**src/pixmux_pkg.sv**
```systemverilog
`default_nettype none
package pixmux_pkg;

   // Register byte offsets on the APB.
   localparam logic [7:0] ADDR_MUX    = 8'h00;
   localparam logic [7:0] ADDR_GEN    = 8'h04;
   localparam logic [7:0] ADDR_CLKSEL = 8'h08;
   localparam logic [7:0] ADDR_MASK   = 8'h0C;
   localparam logic [7:0] ADDR_STAT   = 8'h10;

   // Reset values of the writable registers.
   localparam logic [7:0] MUX_RST    = 8'h2D;
   localparam logic [7:0] GEN_RST    = 8'h00;
   localparam logic [7:0] CLKSEL_RST = 8'h01;
   localparam logic [7:0] MASK_RST   = 8'hFF;

   // Field positions.
   localparam int GEN_NIBBLE_BIT = 3;
   localparam int GEN_SPLIT_BIT  = 2;
   localparam int MUX_SEL_MSB    = 5;
   localparam int RATIO_MSB      = 5;
   localparam int STAT_MODE_LSB  = 0;
   localparam int STAT_GRP_LSB   = 3;
   localparam int STAT_OK_BIT    = 7;
   localparam int STAT_LEFT_LSB  = 8;

   // Mux control selection codes, bits 5 down to 0.
   localparam logic [5:0] CODE_VGA    = 6'h2D;
   localparam logic [5:0] CODE_P4_4   = 6'h18;
   localparam logic [5:0] CODE_P4_8   = 6'h19;
   localparam logic [5:0] CODE_P4_16  = 6'h1A;
   localparam logic [5:0] CODE_P4_32  = 6'h1B;
   localparam logic [5:0] CODE_P8_8   = 6'h1C;
   localparam logic [5:0] CODE_P8_16  = 6'h1D;
   localparam logic [5:0] CODE_P8_32  = 6'h1E;
   localparam logic [5:0] CODE_NIBBLE = 6'h1F;
   localparam logic [5:0] CODE_TC_E   = 6'h0E;
   localparam logic [5:0] CODE_TC_F   = 6'h0D;

   // Synchroniser depth for pin inputs.
   localparam int SYNC_STAGES = 3;

   typedef enum logic [2:0] {
      MODE_VGA,
      MODE_PAL4,
      MODE_PAL8,
      MODE_NIBBLE,
      MODE_TRUE,
      MODE_NONE
   } mode_t;

   // Decoded operating mode: groups per load and bits per group.
   typedef struct packed {
      mode_t      mode;
      logic [3:0] groups;
      logic [5:0] gbits;
   } mode_info_t;

   // One displayed pixel as handed to the palette or the DACs.
   typedef struct packed {
      logic       valid;
      logic [7:0] pal;
      logic       direct;
      logic [7:0] red;
      logic [7:0] green;
      logic [7:0] blue;
      logic       ovl_en;
      logic [7:0] ovl;
   } pix_out_t;

endpackage
`default_nettype wire

```
**src/pixel_port_mux.sv**
```systemverilog
// How it works
// - Mode decoding uses mux control bits 5 down to 0, ignoring bits 7 and 6.
// - Codes 18h-1Bh give 4-bit pixels, 1Ch-1Eh give 8-bit pixels.
// - Code 1Fh is nibble mode: four 4-bit pixels from 32 pins.
// - Nibble flag low takes low nibbles of each byte, high takes upper.
// - Modes 0 to 3 give palette addresses, mode 4 gives DAC data.
// - Groups per bus load equal the shift-clock divide ratio; here they follow the mux code, and status bit 7 shows a match.
// - A shift-clock rising edge captures the whole bus load at once.
// - Groups leave on the dot clock, lowest-numbered group first.
// - True colour sends bits 31:24 blue, 23:16 green, 15:8 red.
// - Bits 7:0 are overlay, off when zero or the read mask is clear.
// - After reset the block runs VGA pass-through.
// - Selecting pass-through restores clock select, control and mask.
// - Pass-through takes bit-plane data from the separate VGA bus.
// - Pass-through timing follows the first oscillator input.
// - Other modes capture on the shift clock and emit on the dot clock.
// - Nibble bit set and split transfer clear force nibble mode.
//
// The implementer's own choices: the APB slave port and the placing of the registers.
`timescale 1ns/10ps
`default_nettype none
module pixel_port_mux (
   input  wire logic        CLK_SYS_I,
   input  wire logic        RST_I,
   input  wire logic        PSEL_I,
   input  wire logic        PENABLE_I,
   input  wire logic        PWRITE_I,
   input  wire logic [7:0]  PADDR_I,
   input  wire logic [31:0] PWDATA_I,
   output logic      [31:0] PRDATA_O,
   output logic             PREADY_O,
   output logic             PSLVERR_O,
   input  wire logic        SHIFT_CLK_I,
   input  wire logic        DOT_CLK_I,
   input  wire logic        OSC_ZERO_I,
   input  wire logic        NIBBLE_FLAG_I,
   input  wire logic [31:0] PIXEL_PORT_I,
   input  wire logic [7:0]  VGA_PORT_I,
   output logic             PIX_VALID_O,
   output logic      [7:0]  PAL_ADDR_O,
   output logic             DIRECT_O,
   output logic      [7:0]  RED_O,
   output logic      [7:0]  GREEN_O,
   output logic      [7:0]  BLUE_O,
   output logic             OVL_EN_O,
   output logic      [7:0]  OVL_ADDR_O
);

   localparam int PIN_W = 44;

   // Decodes a mux code and the general control byte into a mode.
   function automatic pixmux_pkg::mode_info_t decode_mode(
      input logic [7:0] mux,
      input logic [7:0] gen
   );
      pixmux_pkg::mode_info_t mi;
      logic [5:0]             code;
      mi   = '{mode: pixmux_pkg::MODE_NONE, groups: 4'h0, gbits: 6'h00};
      code = mux[pixmux_pkg::MUX_SEL_MSB:0];
      case (code)
         pixmux_pkg::CODE_VGA: begin
            mi = '{mode: pixmux_pkg::MODE_VGA, groups: 4'h1, gbits: 6'h08};
         end
         pixmux_pkg::CODE_P4_4: begin
            mi = '{mode: pixmux_pkg::MODE_PAL4, groups: 4'h1, gbits: 6'h04};
         end
         pixmux_pkg::CODE_P4_8: begin
            mi = '{mode: pixmux_pkg::MODE_PAL4, groups: 4'h2, gbits: 6'h04};
         end
         pixmux_pkg::CODE_P4_16: begin
            mi = '{mode: pixmux_pkg::MODE_PAL4, groups: 4'h4, gbits: 6'h04};
         end
         pixmux_pkg::CODE_P4_32: begin
            mi = '{mode: pixmux_pkg::MODE_PAL4, groups: 4'h8, gbits: 6'h04};
         end
         pixmux_pkg::CODE_P8_8: begin
            mi = '{mode: pixmux_pkg::MODE_PAL8, groups: 4'h1, gbits: 6'h08};
         end
         pixmux_pkg::CODE_P8_16: begin
            mi = '{mode: pixmux_pkg::MODE_PAL8, groups: 4'h2, gbits: 6'h08};
         end
         pixmux_pkg::CODE_P8_32: begin
            mi = '{mode: pixmux_pkg::MODE_PAL8, groups: 4'h4, gbits: 6'h08};
         end
         pixmux_pkg::CODE_NIBBLE: begin
            mi = '{mode: pixmux_pkg::MODE_NIBBLE, groups: 4'h4,
                   gbits: 6'h04};
         end
         pixmux_pkg::CODE_TC_E, pixmux_pkg::CODE_TC_F: begin
            mi = '{mode: pixmux_pkg::MODE_TRUE, groups: 4'h1, gbits: 6'h20};
         end
         default: begin
            mi = '{mode: pixmux_pkg::MODE_NONE, groups: 4'h0,
                   gbits: 6'h00};
         end
      endcase
      // Nibble mode from general control overrides the mux setting.
      if (gen[pixmux_pkg::GEN_NIBBLE_BIT] &&
          !gen[pixmux_pkg::GEN_SPLIT_BIT]) begin
         mi = '{mode: pixmux_pkg::MODE_NIBBLE, groups: 4'h4, gbits: 6'h04};
      end
      return mi;
   endfunction

   logic [PIN_W-1:0]       pin_lvl;
   logic [PIN_W-1:0]       pin_rise;
   logic [31:0]            port_s;
   logic [7:0]             vga_s;
   logic                   shift_rise;
   logic                   dot_rise;
   logic                   osc_rise;
   logic                   nibble_select_flag_s;

   logic [7:0]             mux_r;
   logic [7:0]             mux_nxt;
   logic [7:0]             gen_r;
   logic [7:0]             gen_nxt;
   logic [7:0]             clksel_r;
   logic [7:0]             clksel_nxt;
   logic [7:0]             mask_r;
   logic [7:0]             mask_nxt;
   logic [31:0]            rdata_r;
   logic [31:0]            rdata_nxt;
   logic                   err_r;
   logic                   err_nxt;

   logic [31:0]            load_r;
   logic [31:0]            load_nxt;
   logic [3:0]             left_r;
   logic [3:0]             left_nxt;
   pixmux_pkg::mode_t      mode_q_r;
   pixmux_pkg::mode_t      mode_q_nxt;
   pixmux_pkg::pix_out_t   out_r;
   pixmux_pkg::pix_out_t   out_nxt;

   pixmux_pkg::mode_info_t mi;
   logic                   ratio_ok;
   logic                   wr_en;
   logic                   setup;
   logic [31:0]            nib_load;

   // All pins pass one synchroniser so data and clocks keep equal delay.
   pin_sync #(
      .W (PIN_W)
   ) pin_sync_inst (
      .clk_i  (CLK_SYS_I),
      .rst_i  (RST_I),
      .pin_i  ({VGA_PORT_I, PIXEL_PORT_I, NIBBLE_FLAG_I, OSC_ZERO_I,
                DOT_CLK_I, SHIFT_CLK_I}),
      .lvl_o  (pin_lvl),
      .rise_o (pin_rise)
   );

   // Split the synchronised pins back into their roles.
   assign shift_rise = pin_rise[0];
   assign dot_rise   = pin_rise[1];
   assign osc_rise   = pin_rise[2];
   assign nibble_select_flag_s    = pin_lvl[3];
   assign port_s     = pin_lvl[35:4];
   assign vga_s      = pin_lvl[43:36];

   // Current mode and the divide-ratio consistency check.
   assign mi       = decode_mode(mux_r, gen_r);
   assign ratio_ok = (clksel_r[pixmux_pkg::RATIO_MSB:0] ==
                      {2'b00, mi.groups});

   assign setup = PSEL_I && !PENABLE_I;
   assign wr_en = PSEL_I && PENABLE_I && PWRITE_I;

   // Register writes, and read data prepared during the setup phase.
   always_comb begin
      mux_nxt    = mux_r;
      gen_nxt    = gen_r;
      clksel_nxt = clksel_r;
      mask_nxt   = mask_r;
      rdata_nxt  = rdata_r;
      err_nxt    = err_r;
      if (wr_en) begin
         case (PADDR_I)
            pixmux_pkg::ADDR_MUX: begin
               mux_nxt = PWDATA_I[7:0];
               // Choosing pass-through restores the companion registers.
               if (PWDATA_I[pixmux_pkg::MUX_SEL_MSB:0] ==
                   pixmux_pkg::CODE_VGA) begin
                  gen_nxt    = pixmux_pkg::GEN_RST;
                  clksel_nxt = pixmux_pkg::CLKSEL_RST;
                  mask_nxt   = pixmux_pkg::MASK_RST;
               end
            end
            pixmux_pkg::ADDR_GEN: begin
               gen_nxt = PWDATA_I[7:0];
            end
            pixmux_pkg::ADDR_CLKSEL: begin
               clksel_nxt = PWDATA_I[7:0];
            end
            pixmux_pkg::ADDR_MASK: begin
               mask_nxt = PWDATA_I[7:0];
            end
            default: begin
               mux_nxt = mux_r;
            end
         endcase
      end
      if (setup) begin
         rdata_nxt = 32'h0000_0000;
         err_nxt   = 1'b0;
         case (PADDR_I)
            pixmux_pkg::ADDR_MUX: begin
               rdata_nxt[7:0] = mux_r;
            end
            pixmux_pkg::ADDR_GEN: begin
               rdata_nxt[7:0] = gen_r;
            end
            pixmux_pkg::ADDR_CLKSEL: begin
               rdata_nxt[7:0] = clksel_r;
            end
            pixmux_pkg::ADDR_MASK: begin
               rdata_nxt[7:0] = mask_r;
            end
            pixmux_pkg::ADDR_STAT: begin
               rdata_nxt[pixmux_pkg::STAT_MODE_LSB +: 3] = mi.mode;
               rdata_nxt[pixmux_pkg::STAT_GRP_LSB +: 4]  = mi.groups;
               rdata_nxt[pixmux_pkg::STAT_OK_BIT]        = ratio_ok;
               rdata_nxt[pixmux_pkg::STAT_LEFT_LSB +: 4] = left_r;
            end
            default: begin
               err_nxt = 1'b1;
            end
         endcase
      end
   end

   // Register file; reset lands in pass-through.
   always_ff @(posedge CLK_SYS_I) begin
      if (RST_I) begin
         mux_r    <= pixmux_pkg::MUX_RST;
         gen_r    <= pixmux_pkg::GEN_RST;
         clksel_r <= pixmux_pkg::CLKSEL_RST;
         mask_r   <= pixmux_pkg::MASK_RST;
         rdata_r  <= 32'h0000_0000;
         err_r    <= 1'b0;
      end else begin
         mux_r    <= mux_nxt;
         gen_r    <= gen_nxt;
         clksel_r <= clksel_nxt;
         mask_r   <= mask_nxt;
         rdata_r  <= rdata_nxt;
         err_r    <= err_nxt;
      end
   end

   // Every transfer completes in its first access cycle.
   assign PREADY_O  = PSEL_I && PENABLE_I;
   assign PSLVERR_O = PSEL_I && PENABLE_I && err_r;
   assign PRDATA_O  = rdata_r;

   // Nibble mode packs one nibble of each byte into a 16-bit load.
   always_comb begin
      nib_load = 32'h0000_0000;
      for (int b = 0; b < 4; b++) begin
         nib_load[4*b +: 4] = nibble_select_flag_s ? port_s[8*b+4 +: 4]
                                      : port_s[8*b +: 4];
      end
   end

   // Capture on the shift clock, emit on the dot clock.
   always_comb begin
      load_nxt          = load_r;
      left_nxt          = left_r;
      mode_q_nxt        = mi.mode;
      out_nxt           = out_r;
      out_nxt.valid     = 1'b0;
      if (mi.mode != mode_q_r) begin
         // A mode change drops whatever was left of the old load.
         left_nxt = 4'h0;
      end else if (mi.mode == pixmux_pkg::MODE_VGA) begin
         // Pass-through is clocked by the first oscillator input.
         left_nxt = 4'h0;
         if (osc_rise) begin
            out_nxt.valid  = 1'b1;
            out_nxt.direct = 1'b0;
            out_nxt.ovl_en = 1'b0;
            out_nxt.pal    = vga_s & mask_r;
         end
      end else if (mi.mode != pixmux_pkg::MODE_NONE) begin
         if (shift_rise) begin
            // The lines above the bus width are ignored here.
            load_nxt = (mi.mode == pixmux_pkg::MODE_NIBBLE) ? nib_load
                                                            : port_s;
            left_nxt = mi.groups;
         end else if (dot_rise && (left_r != 4'h0)) begin
            out_nxt.valid = 1'b1;
            if (mi.mode == pixmux_pkg::MODE_TRUE) begin
               out_nxt.direct = 1'b1;
               out_nxt.blue   = load_r[31:24];
               out_nxt.green  = load_r[23:16];
               out_nxt.red    = load_r[15:8];
               out_nxt.ovl    = load_r[7:0] & mask_r;
               out_nxt.ovl_en = (load_r[7:0] != 8'h00) &&
                                (mask_r != 8'h00);
            end else begin
               out_nxt.direct = 1'b0;
               out_nxt.ovl_en = 1'b0;
               out_nxt.pal    = (mi.gbits == 6'h04)
                                ? {4'h0, load_r[3:0] & mask_r[3:0]}
                                : load_r[7:0] & mask_r;
            end
            // Lowest group leaves first; the rest slide down.
            load_nxt = load_r >> mi.gbits;
            left_nxt = left_r - 4'h1;
         end
      end else begin
         left_nxt = 4'h0;
      end
   end

   // Pixel pipeline registers.
   always_ff @(posedge CLK_SYS_I) begin
      if (RST_I) begin
         load_r   <= 32'h0000_0000;
         left_r   <= 4'h0;
         mode_q_r <= pixmux_pkg::MODE_VGA;
         out_r    <= '0;
      end else begin
         load_r   <= load_nxt;
         left_r   <= left_nxt;
         mode_q_r <= mode_q_nxt;
         out_r    <= out_nxt;
      end
   end

   // Pixel outputs come straight from the pipeline flops.
   assign PIX_VALID_O = out_r.valid;
   assign PAL_ADDR_O  = out_r.pal;
   assign DIRECT_O    = out_r.direct;
   assign RED_O       = out_r.red;
   assign GREEN_O     = out_r.green;
   assign BLUE_O      = out_r.blue;
   assign OVL_EN_O    = out_r.ovl_en;
   assign OVL_ADDR_O  = out_r.ovl;

endmodule
`default_nettype wire

```
**src/pin_sync.sv**
```systemverilog
`timescale 1ns/10ps
`default_nettype none
// Three-stage pin synchroniser; a change counts once stages two and three
// agree, and a rising edge of the agreed level is reported for one cycle.
module pin_sync #(
   parameter int W = 1
) (
   input  wire logic         clk_i,
   input  wire logic         rst_i,
   input  wire logic [W-1:0] pin_i,
   output logic      [W-1:0] lvl_o,
   output logic      [W-1:0] rise_o
);

   logic [W-1:0] s1_r;
   logic [W-1:0] s2_r;
   logic [W-1:0] s3_r;
   logic [W-1:0] lvl_r;
   logic [W-1:0] lvl_nxt;
   logic [W-1:0] rise_r;
   logic [W-1:0] rise_nxt;

   // The agreed level follows only bits whose last two stages match.
   always_comb begin
      for (int i = 0; i < W; i++) begin
         lvl_nxt[i] = (s2_r[i] == s3_r[i]) ? s3_r[i] : lvl_r[i];
      end
      rise_nxt = lvl_nxt & ~lvl_r;
   end

   // Stage one feeds only stage two.
   always_ff @(posedge clk_i) begin
      if (rst_i) begin
         s1_r   <= '0;
         s2_r   <= '0;
         s3_r   <= '0;
         lvl_r  <= '0;
         rise_r <= '0;
      end else begin
         s1_r   <= pin_i;
         s2_r   <= s1_r;
         s3_r   <= s2_r;
         lvl_r  <= lvl_nxt;
         rise_r <= rise_nxt;
      end
   end

   assign lvl_o  = lvl_r;
   assign rise_o = rise_r;

endmodule
`default_nettype wire

```
**config.mk**
```make
export PLATFORM = sky130hd
export DESIGN_NAME = pixel_port_mux
export DESIGN_NICKNAME = d
export VERILOG_FILES = /design/src/pixmux_pkg.sv /design/src/pixel_port_mux.sv /design/src/pin_sync.sv
export SDC_FILE = /design/constraint.sdc
export NUM_CORES = 1
export LEC_CHECK = 0
export BUFFER_PORTS_ARGS = -buffer_cell sky130_fd_sc_hd__buf_2
export CORE_UTILIZATION = 45
export DETAILED_ROUTE_END_ITERATION = 10
export PLACE_DENSITY = 0.72
export SYNTH_ARGS = -nofsm -noshare
export SYNTH_HDL_FRONTEND = slang
export SYNTH_SLANG_ARGS = --single-unit
export TNS_END_PERCENT = 30
```
**constraint.sdc**
```tcl
create_clock -name CLK_SYS_I -period 5.69 [get_ports CLK_SYS_I]
set_input_delay 1.707 -clock CLK_SYS_I [delete_from_list [all_inputs] [get_ports CLK_SYS_I]]
set_output_delay 1.707 -clock CLK_SYS_I [all_outputs]
set_load 0.05 [all_outputs]
```
# After elaboration in Yosys (flattened, before gate mapping)
# Index checks and enable logic that the tools add are counted.
[word_totals] elab_cells=212 reg_bits=306 out_inout_bits=77 input_bits=89
[op_classes] n_bitwise=9 reduce_logical=32 shift=1 n_eq_ne=70 addsub=1 n_mux=77
[ops] operator="$pmux W13 S10" n=1
[ops] operator="$mux W43" n=3
[ops] operator="$mux W32" n=3
[ops] operator="$mux W1" n=49
[ops] operator="$eq A6 B5 Y1 const B" n=8
[ops] operator="$mux W8" n=6
[ops] operator="$pmux W8 S2" n=3
[ops] operator="$eq A1 B1 Y1" n=44
[ops] operator="$pmux W8 S5" n=1
[ops] operator="$shr A32 B6 Y32" n=1
[ops] operator="$mux W4" n=7
[ops] operator="$mux W24" n=1
[ops] operator="$mux W10" n=2
[ops] operator="$and A8 B8 Y8" n=2
[ops] operator="$eq A8 B4 Y1 const B" n=2
[ops] operator="$reduce_bool A8 Y1" n=2
[ops] operator="$mux W13" n=1
[ops] operator="$eq A6 B4 Y1 const B" n=2
[ops] operator="$eq A6 B6 Y1 const B" n=2
[ops] operator="$reduce_and A6 Y1" n=2
[ops] operator="$reduce_bool A2 Y1" n=6
[ops] operator="$reduce_and A3 Y1" n=3
[ops] operator="$eq A8 B3 Y1 const B" n=1
[ops] operator="$eq A8 B5 Y1 const B" n=1
[ops] operator="24 further kinds" n=37

# Longest topological paths before layout
[depth] word_depth=11 ltp_mapped=9 mapped_depth_nobuf=8

# Cells and area by module
# Synthesis repeated with hierarchy kept, for this count alone.
[hier_totals] cells_unflattened=1431 hier_area_um2=13765.7
[modules_own_cells] module="pixel_port_mux" area_per_inst_um2=7444.6 n_inst=1 cells_each=884
[modules_own_cells] module="pin_sync" area_per_inst_um2=6321.1 n_inst=1 cells_each=547

# Least setup slack after synthesis
# Ideal clock, no wire load.
[synth_path] kind="input to output" start="input PENABLE_I" end="output PSLVERR_O" arrival_ns=2.156 path_buffers=0 slack_ns=1.827 required_ns=3.983 stages=1 path_cell_list="and3_1"
[synth_via] elab_chain_len=2
[synth_lines] element="start: declaration" line="pixel_port_mux.sv:26" text="input wire logic PENABLE_I,"
[synth_lines] element="$logic_and A1 B1 Y1 (2 in series)" line="pixel_port_mux.sv:254" text="assign PSLVERR_O = PSEL_I && PENABLE_I && err_r;"
[synth_lines] element="end: declaration" line="pixel_port_mux.sv:32" text="output logic PSLVERR_O,"
# Every way passes these cells.

# Worst setup path in the final report
[layout_path] start="input PENABLE_I" end="output PREADY_O"
[layout_via] elab_chain_len=1
[layout_lines] element="$logic_and A1 B1 Y1" line="pixel_port_mux.sv:253" text="assign PREADY_O = PSEL_I && PENABLE_I;"
[layout_lines] element="end: declaration" line="pixel_port_mux.sv:31" text="output logic PREADY_O,"
# Every way passes these cells.

==> impl_results.md <==
* CTS root buf: clkbuf_16
* Post-CTS Resized at 0
* Required time worst endpoint at just under 4000 ps
* CTS tree: yes
* Final Util at a little over half
* Routed len/inst at between 15 and 20 um
* Syn avg cell area at between 9 and 10 um2
* Die area at 0.02729 mm2
* Worst hold start: pin_sync_inst.lvl_o[2]
* Routed vias/inst at approximately 5.5
* CP most frequent cell: buf_2
* Vias in the first global route at about 8400
* Cell Area, Placed at between 0.01 and 0.015 mm2
* Mapped Cells at around 1300
* Syn Std Cell Area at between 0.01 and 0.015 mm2
* Slowest CP cell: buf_2
* Critical path arrival at between 2000 and 2500 ps
* Final worst slack at 1729 ps
* Max Cap Viol at 0
* Unrepaired setup endpoints after global routing: no
* Row Count at 59
* Crit. End Element: primary output
* Initial antenna violation count at 1
* Area Overhead vs Synth at 14.67%
* Setup tns final at 0 ps
* Core Area at approximately 0.026 mm2
* DP HPWL at between 15000 and 20000 um
* Fraction of layout cells with a size suffix above 1 at approximately 15%
* Initial Util at between 40% and 50%
* Seq/Total Area, Yosys at about half
* Postcts setup bufs at 0
* Critical-path cell list: buf_2 -> and2_1 -> buf_2
* Pre-CTS WS at 1586 ps
* Worst hold slack at roughly 420 ps
* Max Freq at about 0.25 GHz
* CTS hold repair buffers at 0
* Hold Path Class: register to register
* Clk buf depth at 3
* Die Span Y at roughly 170 um
* Worst Skew at 11.55 ps
* Slew Viols, Final at 0
* Clock buffer count from CTS at 34
* Clock transition at the registers of the reported paths at ~60 ps
* Worst-margin pin slew at about 1200 ps
* Async S/R FF share, synth at 0%
* Horiz. Die Dim at 165.2 um
* Yosys reg bits at roughly 310
* Distinct cell type count after synthesis at between 70 and 80
* P per Cell Area at 327.5 mW/mm2
* Clk sinks at between 300 and 400
* Final period utilization at roughly 70%
* Htree depth at 2
* Critical Path Source Type: input pin
* Leak Pwr at roughly 5.2 nW
* First drt pass iteration count at 5
* Worst rel slew slack at a little over a fifth
* Via count at ~9600
* DRT iter0 DRCs at ~1100
* DRT antenna net count at 0
* Worst VDD drop at ~0.29 mV
* Num ports at around 170
* Crit Path Category: input pin to primary output
* Final Instance Area at ~0.014 mm2
* Minimum clock period at roughly 4000 ps
* Critical Path Source: PENABLE_I
* Crit Path Max Fanout at 4
* Worst reg2reg startpoint: left_r[0]
* Status: finished, final reports clean
* Critical path's largest stage delay at about 280 ps
* Final Hold Fails at 0
* First-pass GRT wire length at about 45000 um
* Synth Flop Type: dfxtp_1
* GR Overflow Total at 0
* Number of flops mapped to enable cells by yosys at 0
* Pin count of the biggest net entering global routing at between 100 and 150
* # diodes at 0
* Final Setup Violations at 0
* Clk_lat worst skew at 520 ps
* Routed WL at roughly 29000 um
* Number of buffers added on ports at around 120
* Nets at roughly 1500
* DRC at 0
* Routability cong. at between 0.8 and 0.9
* Synth warn at 0
* GRT Util Overall at around a fifth
final cells by class:
| class | instances | area [um2] |
|---|---|---|
| Clock buffer | 46 | 955.9 |
| Multi-Input combinational cell | 911 | 5363 |
| Tap cell | 335 | 419.2 |
| Inverter | 10 | 37.54 |
| Fill cell | 2397 | 12310 |
| Clock inverter | 13 | 156.4 |
| Timing Repair Buffer | 129 | 686.9 |
| Sequential cell | 306 | 6126 |
flip-flops by register name, indices dropped and copies added, names as in the netlist, 8 cells and up:
name	flops
mux_r	8
load_r	32
BLUE_O	8
gen_r	8
pin_sync_inst.s3_r	44
PRDATA_O	12
GREEN_O	8
pin_sync_inst.s2_r	44
clksel_r	8
pin_sync_inst.s1_r	44
PAL_ADDR_O	8
mask_r	8
OVL_ADDR_O	8
pin_sync_inst.lvl_o	44
RED_O	8
critical path, delay by kind of cell:
kind          cells  cell delay (ps)
buf+inv           2              380
simple gates      1              170
power by group:
part	leakage [nW]	internal (W)	total, W	switching, W
combinational	2.12	0.0000455	0.000146	0.000100
clock	0.541	0.00128	0.00216	0.000874
sequential	2.49	0.00218	0.00220	0.0000151
total	5.15	0.00351	0.00450	0.000989
synthesized netlist by cell type, types with 5 or more instances:
library cell / count / area share [%]
o22ai_1: 8 / 0.42
a311oi_1: 16 / 1.2
o21ai_0: 86 / 3.6
clkbuf_1: 61 / 1.9
mux2_2: 8 / 0.75
o211ai_1: 11 / 0.69
nor2_1: 41 / 1.3
nand2_1: 179 / 5.6
buf_2: 19 / 0.79
buf_1: 6 / 0.19
nor2b_1: 134 / 7.0
a32o_1: 5 / 0.42
dfxtp_1: 306 / 51
nand3_1: 25 / 1.0
a221o_1: 5 / 0.42
mux2i_1: 35 / 2.9
and2_1: 5 / 0.26
o31ai_1: 6 / 0.38
a22oi_1: 10 / 0.63
inv_1: 9 / 0.28
a21oi_1: 157 / 6.6
xnor2_1: 7 / 0.51
nand2b_1: 6 / 0.31
nor3_1: 25 / 1.0
o221ai_1: 7 / 0.51
a2111oi_0: 5 / 0.37
nor4_1: 5 / 0.26
a22o_1: 8 / 0.58
buf_4: 24 / 1.5
nand4_1: 25 / 1.3
final timing paths:
path | end | slack (ps) | depth (start not counted)
worst max register to register | load_r[8] | 2390 | 7
worst min register to register | pin_sync_inst.rise_o[2] | 420 | 1
worst min-delay path | pin_sync_inst.rise_o[2] | 420 | 1
worst max-delay path | PREADY_O | 1730 | 3
cells by family after synthesis:
group	after synthesis	synth area share, %
other	1	0.03129
muxes	43	3.674
AOI/OAI and AO/OA	363	18.81
adders and majority gates	1	0.1044
and+or+nand+nor	474	20.74
DFF	306	51.11
buffers and inverters	121	4.802
xor gates and xnor gates	10	0.7307
layer usage:
| layer | part of all wire (%) | GRT usage (%) | up-vias | wire length, um |
|---|---|---|---|---|
| met5 | 0 | 0 | - | 0 |
| met4 | 2.0 | 6.505 | 0 | 584 |
| met3 | 7.8 | 3.571 | 43 | 2223 |
| met2 | 42 | 29.78 | 353 | 11960 |
| met1 | 48 | 30.94 | 4445 | 13810 |
| li1 | - | - | 4771 | - |
stage by stage:
step                      std cells  power (W)
after floorplan                1338   0.002352
after global placement         1691   0.002387
after detailed placement       1691   0.002390
after CTS                      1750   0.004550
after global routing           1750   0.004647
final                          1750   0.004501
placed cells by master, fill, tap and decap left out, types with 34 or more instances in the layout:
cell,count
a21oi_1,156
buf_2,120
clkbuf_16,34
dfxtp_1,306
mux2i_1,35
nand2_1,179
nor2_1,40
nor2b_1,134
o21ai_0,86
(Power assumes the default switching activity.)
